--- src/inc/oag_pkg.sv ---
// Shared constants and types for the operand address generator
package oag_pkg;

  // ****************************************
  // Register byte offsets
  // ****************************************
  localparam logic [7:0] OFS_CTRL = 8'h00;
  localparam logic [7:0] OFS_STAT = 8'h04;
  localparam logic [7:0] OFS_PC = 8'h08;
  localparam logic [7:0] OFS_PAGE = 8'h0c;
  localparam logic [7:0] OFS_PTR0 = 8'h10;
  localparam logic [7:0] OFS_ACC = 8'h20;
  localparam logic [7:0] OFS_EA = 8'h24;
  localparam logic [7:0] OFS_OPND = 8'h28;
  localparam logic [7:0] OFS_INFO = 8'h2c;
  localparam logic [7:0] OFS_STACK = 8'h30;

  // ****************************************
  // Field positions and reset values
  // ****************************************
  localparam int CTRL_START_BIT = 8;
  localparam int STAT_BUSY_BIT = 0;
  localparam int STAT_DONE_BIT = 1;
  localparam int STAT_ERR_BIT = 2;
  localparam int STACK_PULL_BIT = 8;
  localparam logic [7:0] PAGE_RST = 8'h00;
  localparam logic [15:0] WORD_RST = 16'h0000;

  // ****************************************
  // Addressing modes written to CTRL[2:0]
  // ****************************************
  localparam logic [2:0] MODE_IMM8 = 3'h0;
  localparam logic [2:0] MODE_IMM16 = 3'h1;
  localparam logic [2:0] MODE_DIRECT = 3'h2;
  localparam logic [2:0] MODE_EXT = 3'h3;
  localparam logic [2:0] MODE_INDEXED = 3'h4;

  // ****************************************
  // Indexed variant codes (postbyte bits 3..0)
  // ****************************************
  localparam logic [3:0] IX_INC1 = 4'h0;
  localparam logic [3:0] IX_INC2 = 4'h1;
  localparam logic [3:0] IX_DEC1 = 4'h2;
  localparam logic [3:0] IX_DEC2 = 4'h3;
  localparam logic [3:0] IX_ZERO = 4'h4;
  localparam logic [3:0] IX_ACC2 = 4'h5;
  localparam logic [3:0] IX_ACC1 = 4'h6;
  localparam logic [3:0] IX_OFS8 = 4'h8;
  localparam logic [3:0] IX_OFS16 = 4'h9;
  localparam logic [3:0] IX_DACC = 4'hb;
  localparam logic [3:0] IX_PC8 = 4'hc;
  localparam logic [3:0] IX_PC16 = 4'hd;
  localparam logic [3:0] IX_EXTIND = 4'hf;

  // ****************************************
  // Extra cycle counts
  // ****************************************
  localparam logic [3:0] CYC_ZERO = 4'h0;
  localparam logic [3:0] CYC_SHORT = 4'h1;
  localparam logic [3:0] CYC_LONG = 4'h4;
  localparam logic [3:0] CYC_STEP1 = 4'h2;
  localparam logic [3:0] CYC_STEP2 = 4'h3;
  localparam logic [3:0] CYC_PC16 = 4'h5;
  localparam logic [3:0] CYC_EXTIND = 4'h2;
  localparam logic [3:0] CYC_INDIR = 4'h3;

  // ****************************************
  // Types
  // ****************************************
  typedef enum logic [5:0] {
    ST_IDLE = 6'b000001,
    ST_OPND = 6'b000010,
    ST_POST = 6'b000100,
    ST_OFFS = 6'b001000,
    ST_CALC = 6'b010000,
    ST_INDR = 6'b100000
  } oag_state_e;

  typedef struct packed {
    logic rd;
    logic [15:0] addr;
  } oag_mem_s;

endpackage

--- src/oag_core.sv ---
// Operand effective-address generator with Avalon-MM register slave
`timescale 1ns/1ps
`default_nettype none
module oag_core
  import oag_pkg::*;
#(
  parameter int ADDR_W = 6
) (
  input wire logic clk_in,
  input wire logic rst_n_in,
  input wire logic [ADDR_W-1:0] avs_address_in,
  input wire logic avs_read_in,
  input wire logic avs_write_in,
  input wire logic [31:0] avs_writedata_in,
  input wire logic [3:0] avs_byteenable_in,
  output logic [31:0] avs_readdata_out,
  output logic avs_waitrequest_out,
  output logic mem_rd_out,
  output logic [15:0] mem_addr_out,
  input wire logic [7:0] mem_data_in,
  input wire logic mem_valid_in,
  output logic busy_out
);

  // ****************************************
  // Elaboration check
  // ****************************************
  if (ADDR_W < 6 || ADDR_W > 8) begin : g_bad_addr_w
    $error("ADDR_W must be 6 to 8");
  end

  // ****************************************
  // State
  // ****************************************
  oag_state_e state_reg, state_next;
  oag_mem_s mem_reg, mem_next;
  logic [1:0] cnt_reg, cnt_next;
  logic [15:0] sh_reg, sh_next;
  logic [2:0] mode_reg, mode_next;
  logic [15:0] pc_reg, pc_next;
  logic [7:0] page_reg, page_next;
  logic [15:0] ptr_reg [4];
  logic [15:0] ptr_next [4];
  logic [7:0] acc1_reg, acc1_next;
  logic [7:0] acc2_reg, acc2_next;
  logic [15:0] ea_reg, ea_next;
  logic [15:0] opnd_reg, opnd_next;
  logic [15:0] ofs_reg, ofs_next;
  logic [7:0] post_reg, post_next;
  logic [3:0] cyc_reg, cyc_next;
  logic done_reg, done_next;
  logic err_reg, err_next;
  logic [3:0] smask_reg, smask_next;
  logic spull_reg, spull_next;
  logic wait_reg, wait_next;
  logic [31:0] rdata_reg, rdata_next;
  logic busy_reg, busy_next;

  // ****************************************
  // Helpers
  // ****************************************
  function automatic logic [31:0] merge(input logic [31:0] old_v, input logic [31:0] new_v,
                                        input logic [3:0] be);
    logic [31:0] r;
    r = old_v;
    for (int i = 0; i < 4; i++) begin
      if (be[i]) begin
        r[8*i +: 8] = new_v[8*i +: 8];
      end
    end
    return r;
  endfunction

  // Stack order list: codes 0 first acc, 1 second acc, 2 first index, 3 second index
  function automatic logic [10:0] stack_seq(input logic [3:0] mask, input logic pull);
    logic [7:0] seq;
    logic [2:0] n;
    logic [1:0] code;
    seq = 8'h00;
    n = 3'h0;
    code = 2'h0;
    for (int i = 0; i < 4; i++) begin
      code = pull ? 2'(i) : 2'(3 - i);
      if (mask[code]) begin
        seq[2*n[1:0] +: 2] = code;
        n = n + 3'h1;
      end
    end
    return {n, seq};
  endfunction

  // ****************************************
  // Bus decode and fetch signals
  // ****************************************
  logic [7:0] bus_ofs;
  logic req;
  logic bus_take;
  logic byte_in;
  logic last_byte;
  logic [15:0] word_in;
  logic [15:0] base;
  logic [15:0] sum;
  logic [31:0] wv;
  logic [10:0] sseq;

  always_comb begin
    bus_ofs = 8'({avs_address_in[ADDR_W-1:2], 2'b00});
    req = avs_read_in || avs_write_in;
    bus_take = req && !wait_reg;
    byte_in = mem_reg.rd && mem_valid_in;
    last_byte = byte_in && (cnt_reg == 2'h1);
    word_in = {sh_reg[7:0], mem_data_in};
    sseq = stack_seq(smask_reg, spull_reg);
  end

  // ****************************************
  // Next-state logic
  // ****************************************
  always_comb begin
    state_next = state_reg;
    mem_next = mem_reg;
    cnt_next = cnt_reg;
    sh_next = sh_reg;
    mode_next = mode_reg;
    pc_next = pc_reg;
    page_next = page_reg;
    ptr_next = ptr_reg;
    acc1_next = acc1_reg;
    acc2_next = acc2_reg;
    ea_next = ea_reg;
    opnd_next = opnd_reg;
    ofs_next = ofs_reg;
    post_next = post_reg;
    cyc_next = cyc_reg;
    done_next = done_reg;
    err_next = err_reg;
    smask_next = smask_reg;
    spull_next = spull_reg;
    wait_next = !(req && wait_reg);
    rdata_next = rdata_reg;
    base = WORD_RST;
    sum = WORD_RST;
    wv = 32'h0;

    // Register reads, answered one cycle after the request
    if (avs_read_in && wait_reg) begin
      rdata_next = 32'h0;
      if (bus_ofs == OFS_CTRL) begin
        rdata_next = {29'h0, mode_reg};
      end else if (bus_ofs == OFS_STAT) begin
        rdata_next = {29'h0, err_reg, done_reg, busy_reg};
      end else if (bus_ofs == OFS_PC) begin
        rdata_next = {16'h0, pc_reg};
      end else if (bus_ofs == OFS_PAGE) begin
        rdata_next = {24'h0, page_reg};
      end else if (bus_ofs[7:4] == OFS_PTR0[7:4]) begin
        rdata_next = {16'h0, ptr_reg[bus_ofs[3:2]]};
      end else if (bus_ofs == OFS_ACC) begin
        rdata_next = {16'h0, acc2_reg, acc1_reg};
      end else if (bus_ofs == OFS_EA) begin
        rdata_next = {16'h0, ea_reg};
      end else if (bus_ofs == OFS_OPND) begin
        rdata_next = {16'h0, opnd_reg};
      end else if (bus_ofs == OFS_INFO) begin
        rdata_next = {16'h0, post_reg, 4'h0, cyc_reg};
      end else if (bus_ofs == OFS_STACK) begin
        rdata_next = {16'h0, smask_reg, 1'b0, sseq};
        rdata_next[STACK_PULL_BIT + 7] = spull_reg;
      end
    end

    // Register writes; operand-side state is frozen while busy
    if (avs_write_in && bus_take) begin
      if (bus_ofs == OFS_CTRL) begin
        wv = merge({29'h0, mode_reg}, avs_writedata_in, avs_byteenable_in);
        if (!busy_reg) begin
          mode_next = wv[2:0];
        end
        // Start of a new operand sequence, entered only from idle
        if (!busy_reg && wv[CTRL_START_BIT] && avs_byteenable_in[1]) begin
          mem_next.rd = 1'b1;
          mem_next.addr = pc_reg;
          sh_next = WORD_RST;
          cyc_next = CYC_ZERO;
          post_next = 8'h00;
          ea_next = pc_reg;
          done_next = 1'b0;
          err_next = 1'b0;
          cnt_next = (wv[2:0] == MODE_IMM16 || wv[2:0] == MODE_EXT) ? 2'h2 : 2'h1;
          state_next = (wv[2:0] == MODE_INDEXED) ? ST_POST : ST_OPND;
        end
      end else if (bus_ofs == OFS_STAT) begin
        if (avs_byteenable_in[0] && avs_writedata_in[STAT_DONE_BIT]) begin
          done_next = 1'b0;
        end
        if (avs_byteenable_in[0] && avs_writedata_in[STAT_ERR_BIT]) begin
          err_next = 1'b0;
        end
      end else if (busy_reg) begin
        wv = 32'h0;
      end else if (bus_ofs == OFS_PC) begin
        wv = merge({16'h0, pc_reg}, avs_writedata_in, avs_byteenable_in);
        pc_next = wv[15:0];
      end else if (bus_ofs == OFS_PAGE) begin
        wv = merge({24'h0, page_reg}, avs_writedata_in, avs_byteenable_in);
        page_next = wv[7:0];
      end else if (bus_ofs[7:4] == OFS_PTR0[7:4]) begin
        wv = merge({16'h0, ptr_reg[bus_ofs[3:2]]}, avs_writedata_in, avs_byteenable_in);
        ptr_next[bus_ofs[3:2]] = wv[15:0];
      end else if (bus_ofs == OFS_ACC) begin
        wv = merge({16'h0, acc2_reg, acc1_reg}, avs_writedata_in, avs_byteenable_in);
        acc1_next = wv[7:0];
        acc2_next = wv[15:8];
      end else if (bus_ofs == OFS_STACK) begin
        wv = merge({16'h0, 7'h0, spull_reg, 4'h0, smask_reg}, avs_writedata_in,
                   avs_byteenable_in);
        smask_next = wv[3:0];
        spull_next = wv[STACK_PULL_BIT];
      end
    end

    // Byte fetch engine shared by every fetching state
    if (byte_in) begin
      sh_next = word_in;
      mem_next.addr = mem_reg.addr + 16'h1;
      cnt_next = cnt_reg - 2'h1;
      if (last_byte) begin
        mem_next.rd = 1'b0;
      end
    end

    case (state_reg)
      ST_OPND: begin
        if (last_byte) begin
          pc_next = mem_reg.addr + 16'h1;
          state_next = ST_IDLE;
          done_next = 1'b1;
          if (mode_reg == MODE_DIRECT) begin
            ea_next = {page_reg, mem_data_in};
          end else if (mode_reg == MODE_EXT) begin
            ea_next = word_in;
          end else begin
            opnd_next = word_in;
          end
        end
      end
      ST_POST: begin
        if (last_byte) begin
          post_next = mem_data_in;
          pc_next = mem_reg.addr + 16'h1;
          sh_next = WORD_RST;
          state_next = ST_CALC;
          cyc_next = CYC_SHORT;
          if (mem_data_in[7]) begin
            case (mem_data_in[3:0])
              IX_INC1, IX_DEC1: cyc_next = CYC_STEP1;
              IX_INC2, IX_DEC2: cyc_next = CYC_STEP2;
              IX_ZERO: cyc_next = CYC_ZERO;
              IX_ACC1, IX_ACC2, IX_OFS8, IX_PC8: cyc_next = CYC_SHORT;
              IX_OFS16, IX_DACC: cyc_next = CYC_LONG;
              IX_PC16: cyc_next = CYC_PC16;
              IX_EXTIND: cyc_next = CYC_EXTIND;
              default: cyc_next = CYC_ZERO;
            endcase
            if (mem_data_in[4]) begin
              cyc_next = cyc_next + CYC_INDIR;
            end
            if (mem_data_in[3:0] == IX_OFS8 || mem_data_in[3:0] == IX_PC8) begin
              cnt_next = 2'h1;
              mem_next.rd = 1'b1;
              state_next = ST_OFFS;
            end else if (mem_data_in[3:0] == IX_OFS16 || mem_data_in[3:0] == IX_PC16
                         || mem_data_in[3:0] == IX_EXTIND) begin
              cnt_next = 2'h2;
              mem_next.rd = 1'b1;
              state_next = ST_OFFS;
            end
            // Undefined codes and by-one indirect are refused
            if (mem_data_in[3:0] == 4'h7 || mem_data_in[3:0] == 4'ha
                || mem_data_in[3:0] == 4'he
                || (mem_data_in[3:0] == IX_EXTIND && !mem_data_in[4])
                || (mem_data_in[4] && (mem_data_in[3:0] == IX_INC1
                                       || mem_data_in[3:0] == IX_DEC1))) begin
              err_next = 1'b1;
              mem_next.rd = 1'b0;
              cnt_next = 2'h0;
              state_next = ST_IDLE;
            end
          end
        end
      end
      ST_OFFS: begin
        if (last_byte) begin
          pc_next = mem_reg.addr + 16'h1; // Counter-relative base is past the offset
          ofs_next = (cnt_reg == 2'h1 && (post_reg[3:0] == IX_OFS8 || post_reg[3:0] == IX_PC8))
                     ? {{8{mem_data_in[7]}}, mem_data_in} : word_in;
          state_next = ST_CALC;
        end
      end
      ST_CALC: begin
        base = ptr_reg[post_reg[6:5]];
        sum = base;
        if (!post_reg[7]) begin
          sum = base + {{11{post_reg[4]}}, post_reg[4:0]};
        end else begin
          case (post_reg[3:0])
            IX_INC1: ptr_next[post_reg[6:5]] = base + 16'h1;
            IX_INC2: ptr_next[post_reg[6:5]] = base + 16'h2;
            IX_DEC1: begin
              sum = base - 16'h1;
              ptr_next[post_reg[6:5]] = sum;
            end
            IX_DEC2: begin
              sum = base - 16'h2;
              ptr_next[post_reg[6:5]] = sum;
            end
            IX_ACC1: sum = base + {{8{acc1_reg[7]}}, acc1_reg};
            IX_ACC2: sum = base + {{8{acc2_reg[7]}}, acc2_reg};
            IX_DACC: sum = base + {acc1_reg, acc2_reg};
            IX_OFS8, IX_OFS16: sum = base + ofs_reg;
            IX_PC8, IX_PC16: sum = pc_reg + ofs_reg;
            IX_EXTIND: sum = ofs_reg;
            default: sum = base;
          endcase
        end
        if (post_reg[7] && post_reg[4]) begin
          mem_next.addr = sum;
          mem_next.rd = 1'b1;
          cnt_next = 2'h2;
          state_next = ST_INDR;
        end else begin
          ea_next = sum;
          done_next = 1'b1;
          state_next = ST_IDLE;
        end
      end
      ST_INDR: begin
        if (last_byte) begin
          ea_next = word_in;
          done_next = 1'b1;
          state_next = ST_IDLE;
        end
      end
      ST_IDLE: begin
        // Starts come only from the register write path above; keep its choice
      end
      default: begin
        state_next = ST_IDLE;
      end
    endcase
  end

  always_comb begin
    busy_next = (state_next != ST_IDLE);
  end

  // ****************************************
  // Registers
  // ****************************************
  always_ff @(posedge clk_in) begin
    if (!rst_n_in) begin
      state_reg <= ST_IDLE;
      mem_reg <= '0;
      cnt_reg <= 2'h0;
      sh_reg <= WORD_RST;
      mode_reg <= MODE_IMM8;
      pc_reg <= WORD_RST;
      page_reg <= PAGE_RST;
      for (int i = 0; i < 4; i++) begin
        ptr_reg[i] <= WORD_RST;
      end
      acc1_reg <= 8'h00;
      acc2_reg <= 8'h00;
      ea_reg <= WORD_RST;
      opnd_reg <= WORD_RST;
      ofs_reg <= WORD_RST;
      post_reg <= 8'h00;
      cyc_reg <= CYC_ZERO;
      done_reg <= 1'b0;
      err_reg <= 1'b0;
      smask_reg <= 4'h0;
      spull_reg <= 1'b0;
      wait_reg <= 1'b1;
      rdata_reg <= 32'h0;
      busy_reg <= 1'b0;
    end else begin
      state_reg <= state_next;
      mem_reg <= mem_next;
      cnt_reg <= cnt_next;
      sh_reg <= sh_next;
      mode_reg <= mode_next;
      pc_reg <= pc_next;
      page_reg <= page_next;
      ptr_reg <= ptr_next;
      acc1_reg <= acc1_next;
      acc2_reg <= acc2_next;
      ea_reg <= ea_next;
      opnd_reg <= opnd_next;
      ofs_reg <= ofs_next;
      post_reg <= post_next;
      cyc_reg <= cyc_next;
      done_reg <= done_next;
      err_reg <= err_next;
      smask_reg <= smask_next;
      spull_reg <= spull_next;
      wait_reg <= wait_next;
      rdata_reg <= rdata_next;
      busy_reg <= busy_next;
    end
  end

  always_comb begin
    avs_readdata_out = rdata_reg;
    avs_waitrequest_out = wait_reg;
    mem_rd_out = mem_reg.rd;
    mem_addr_out = mem_reg.addr;
    busy_out = busy_reg;
  end

endmodule // oag_core
`default_nettype wire

--- config.mk ---
export PLATFORM = sky130hd
export DESIGN_NAME = oag_core
export DESIGN_NICKNAME = d
export VERILOG_FILES = /design/src/inc/oag_pkg.sv /design/src/oag_core.sv
export SDC_FILE = /design/constraint.sdc
export NUM_CORES = 1
export LEC_CHECK = 0
export BUFFER_PORTS_ARGS = -buffer_cell sky130_fd_sc_hd__clkbuf_2
export CAP_MARGIN = 20
export CORE_ASPECT_RATIO = 2
export CORE_MARGIN = 5
export CORE_UTILIZATION = 57
export CTS_BUF_LIST = sky130_fd_sc_hd__clkbuf_4 sky130_fd_sc_hd__clkbuf_8
export DETAILED_ROUTE_END_ITERATION = 8
export GPL_TIMING_DRIVEN = 0
export PLACE_DENSITY = 0.86
export SYNTH_ARGS = -nofsm -noshare
export SYNTH_HDL_FRONTEND = slang
export SYNTH_SLANG_ARGS = --single-unit
--- constraint.sdc ---
create_clock -name clk_in -period 6.4 [get_ports clk_in]
set_input_delay 0.64 -clock clk_in [delete_from_list [all_inputs] [get_ports clk_in]]
set_output_delay 0.64 -clock clk_in [all_outputs]
set_load 0.005 [all_outputs]
==> impl_metrics.toml <==
[critical_path]
worst_ep_required_time_ns = 6.84
critical_path.max_fanout = 11
critPathArrivalTime_ns = 5.80
cp-start-kind = "flop"
setup.worst_path.end_class = "flop"
critPathKind = "flop to flop"

[synth]
syn_avg_cell_area_um2 = 7.53
largest_family_of_logic_cells_by_synthesized_area = "compound AO/OA/AOI/OAI gates"
post_synth_inst_count = 2247
synth_simple_gate_area_share_pct = 22.1
synthMuxAreaShare_pct = 9.76
post_synth_xor_area_fraction_pct = 4.08
portion_of_the_post_synthesis_area_used_by_sequential_elements_pct = 26.6
mappedNetlistArea_um2 = 16900
synth-main-ff-cell = "dfxtp_1"
synth-compound-area-share_pct = 26.7
ys_async_sr_fraction_pct = 0
synth_seq_cells = 225
ys_warn_count = 0
synthDistinctLibCells = 87
area_share_of_fa_ha_maj_cells_after_synthesis_pct = 5.16
synth_edf_count = 0

[die]
die_y_um = 254
die_width_um = 132
floorplan.core_area_um2 = 29400
placementRows = 89
initial_utilization_pct = 57.6
io-pin-count = 106
die_area_um2 = 33400

[power_and_ir_drop]
power.density_cell_area_nw_per_um2 = 167
vdd.ir_drop.worst_v = 0.000166
power_leakage_nw = 6.84
fin_total_pwr_w = 0.00308

[detailed_routing]
drtPass1Iterations = 9
drc = 11
detail_route.wirelength_mm = 87.1
vias = 20078
ant_nets = 0
detail_route.iter0.violations = 2894
post_drt_via_cell_ratio = 7.30
wire_per_inst_um = 31.6

[sta]
fin_worst_hold_slack_ns = 0.288
timing.fmax_mhz = 186
timing.clock.skew_ns = 0.0311
timing.final.max_slew_violations = 0
timing.final.setup_violations = 0
finalSetupTns_ns = 0
worst_rel_slew_slack_pct = 13.8
layout_worst_path_cycle_share_pct = 83.8
layout_min_cycle_time_ns = 5.36
rsz_0062_raised_after_global_routing = "false"
report.final.hold_viol_count = 0
tightest_slew_ns = 1.29

[finish]
final_core_util_pct = 62.9
largest_reg_flops = 64
layout.cell_area.non_filler_um2 = 18500
areaGrowthSynthToFinish_pct = 9.28
nNetsFinal = 2484
layout-drive-gt1-share_pct = 10.4
fill_cells = 2672

[grt]
global_route_wire_length_before_repair_mm = 124
initial_antenna_violation_count = 4
global_route.overflow_total = 0
grt_pass1_vias = 19019
global_route_usage_sum_pct = 49.7
grt_max_degree = 15

[placement]
detailedPlacementHpwl_mm = 65.4
io_buffer_count = 61
post_dp_cell_area_um2 = 17700
globalplace.congestion = 1.12

[cts]
clock_insertion_delay_worst_skew_ns = 0.60
post_cts.repair.setup_buffers = 0
cts_tree = "done"
clk_root_buffer_cell = "clkbuf_8"
cts_buffer_depth = 3
cts_hold_repair.buffers = 0
cts_repair_resize_count = 0
tritoncts_num_sinks = 225
cts_buffers = 36
h-tree-depth = 2
clk_pin_slew_worst_paths_ns = 0.07

[hold_path]
hold_path_class = "input port to flop"

[status]
violated_checks = "DRC"
run_status = "finished, violations left"

[flow_run]
max-cap-violations = 0
## layout make-up
| class | count | area, um^2 | share of cell area, % |
|---|---|---|---|
| inverters | 42 | 158 | 0.852 |
| clock inverters | 7 | 72.6 | 0.392 |
| well taps | 364 | 455 | 2.46 |
| multi-input cells | 1820 | 11500 | 62.4 |
| flip-flops and latches | 225 | 4500 | 24.4 |
| diodes | 6 | 15.0 | 0.0812 |
| clock buffers | 52 | 659 | 3.57 |
| repair buffers | 61 | 305 | 1.65 |
| plain buffers | 175 | 785 | 4.24 |
## per-layer routing
layer,GRT usage (%),part of all wire (%)
met1,51.2,30
met2,79.9,45
met3,13.1,12
met4,49.6,13
met5,0,0
## placed cells by master, fill, tap and decap left out, types with 15 or more instances in the layout
master	n
o211ai_1	45
nor3_1	37
xnor2_1	38
o21ai_0	133
o22ai_1	28
dfxtp_1	225
clkbuf_1	130
mux4_2	30
or3_1	15
a311oi_1	18
buf_4	20
a31oi_1	20
o21a_1	29
a22oi_1	31
clkbuf_2	62
nor2_1	257
xor2_1	39
nand2b_1	20
conb_1	16
nand3_1	96
a221oi_1	25
a211oi_1	44
clkbuf_8	43
and2_1	22
a21oi_1	235
nand2_1	300
nor2b_1	15
ha_1	65
inv_1	40
mux2_2	32
buf_2	16
mux2i_1	51
## worst paths after layout
check	startpoint	endpoint	slack, ns	depth (start not counted)
worst max-delay path	post_reg[3]	mem_addr_out[12]	1.04	17
worst min-delay path	avs_read_in	avs_waitrequest_out	0.29	2
worst max register to register	post_reg[3]	mem_addr_out[12]	1.04	17
worst min register to register	cyc_reg[3]	cyc_reg[3]	0.46	2
## cells in the mapped netlist, types with 5 or more instances
| cell | instances | area (um^2) |
|---|---|---|
| a211o_1 | 6 | 52.6 |
| a211oi_1 | 44 | 330 |
| a21boi_0 | 5 | 37.5 |
| a21o_1 | 14 | 105 |
| a21oi_1 | 235 | 1180 |
| a221o_1 | 5 | 50.1 |
| a221oi_1 | 25 | 219 |
| a222oi_1 | 8 | 80.1 |
| a22oi_1 | 31 | 233 |
| a311oi_1 | 18 | 158 |
| a31oi_1 | 20 | 125 |
| and2_1 | 22 | 138 |
| and3_1 | 14 | 87.6 |
| buf_1 | 5 | 18.8 |
| buf_2 | 16 | 80.1 |
| buf_4 | 20 | 150 |
| clkbuf_1 | 130 | 488 |
| dfxtp_1 | 225 | 4500 |
| ha_1 | 65 | 813 |
| inv_1 | 40 | 150 |
| mux2_2 | 32 | 360 |
| mux2i_1 | 51 | 510 |
| mux4_2 | 30 | 676 |
| nand2_1 | 300 | 1130 |
| nand2b_1 | 20 | 125 |
| nand3_1 | 96 | 480 |
| nand3b_1 | 5 | 37.5 |
| nand4_1 | 10 | 62.6 |
| nor2_1 | 257 | 965 |
| nor2b_1 | 15 | 93.8 |
| nor3_1 | 37 | 185 |
| nor3b_1 | 5 | 37.5 |
| nor4_1 | 9 | 56.3 |
| o2111ai_1 | 5 | 43.8 |
| o211ai_1 | 45 | 338 |
| o21a_1 | 29 | 218 |
| o21ai_0 | 133 | 666 |
| o221ai_1 | 11 | 96.3 |
| o22ai_1 | 28 | 175 |
| o311ai_0 | 5 | 43.8 |
| o31ai_1 | 6 | 45.0 |
| or2_2 | 7 | 43.8 |
| or3_1 | 15 | 93.8 |
| xnor2_1 | 38 | 333 |
| xor2_1 | 39 | 342 |
## cells by family (layout without fill, tap and decap cells)
kind of cell             count (synthesis)  count (layout)
AO/OA/AOI/OAI                          707             707
XOR/XNOR                                78              78
adder cells (fa/ha/maj)                 68              68
buffers and inverters                  217             337
flip-flops                             225             225
multiplexers                           117             117
other                                    1              22
AND/OR/NAND/NOR                        834             834
## critical path, cell delays in order, from the launching register on
cell and delay [ns]:
dfxtp_1 0.47, clkbuf_1 0.69, nor2b_1 0.24, nand2_1 0.27, clkbuf_1 0.39, nand2_1 0.13, o21ai_0 0.09, ha_1 0.26
fa_1 0.44, a211oi_1 0.36, o21bai_1 0.16, a211o_1 0.33, a41oi_1 0.26, nor2b_1 0.22, xor2_1 0.25, o21ai_0 0.13
a21oi_1 0.40, a21oi_1 0.13
## stage by stage
| stage | setup slack [ns] | std cells |
|---|---|---|
| after floorplan | 2.31 | 2262 |
| after global placement | 1.32 | 2687 |
| after detailed placement | 1.36 | 2687 |
| after CTS | 1.34 | 2746 |
| after global routing | 0.909 | 2747 |
| final | 1.04 | 2752 |
## report_power, final
group | switching (W) | total (W) | internal [W]
logic | 0.000223 | 0.000310 | 0.0000864
registers | 0.0000111 | 0.00142 | 0.00141
clock network | 0.000647 | 0.00135 | 0.000704
(Power assumes the default switching activity.)
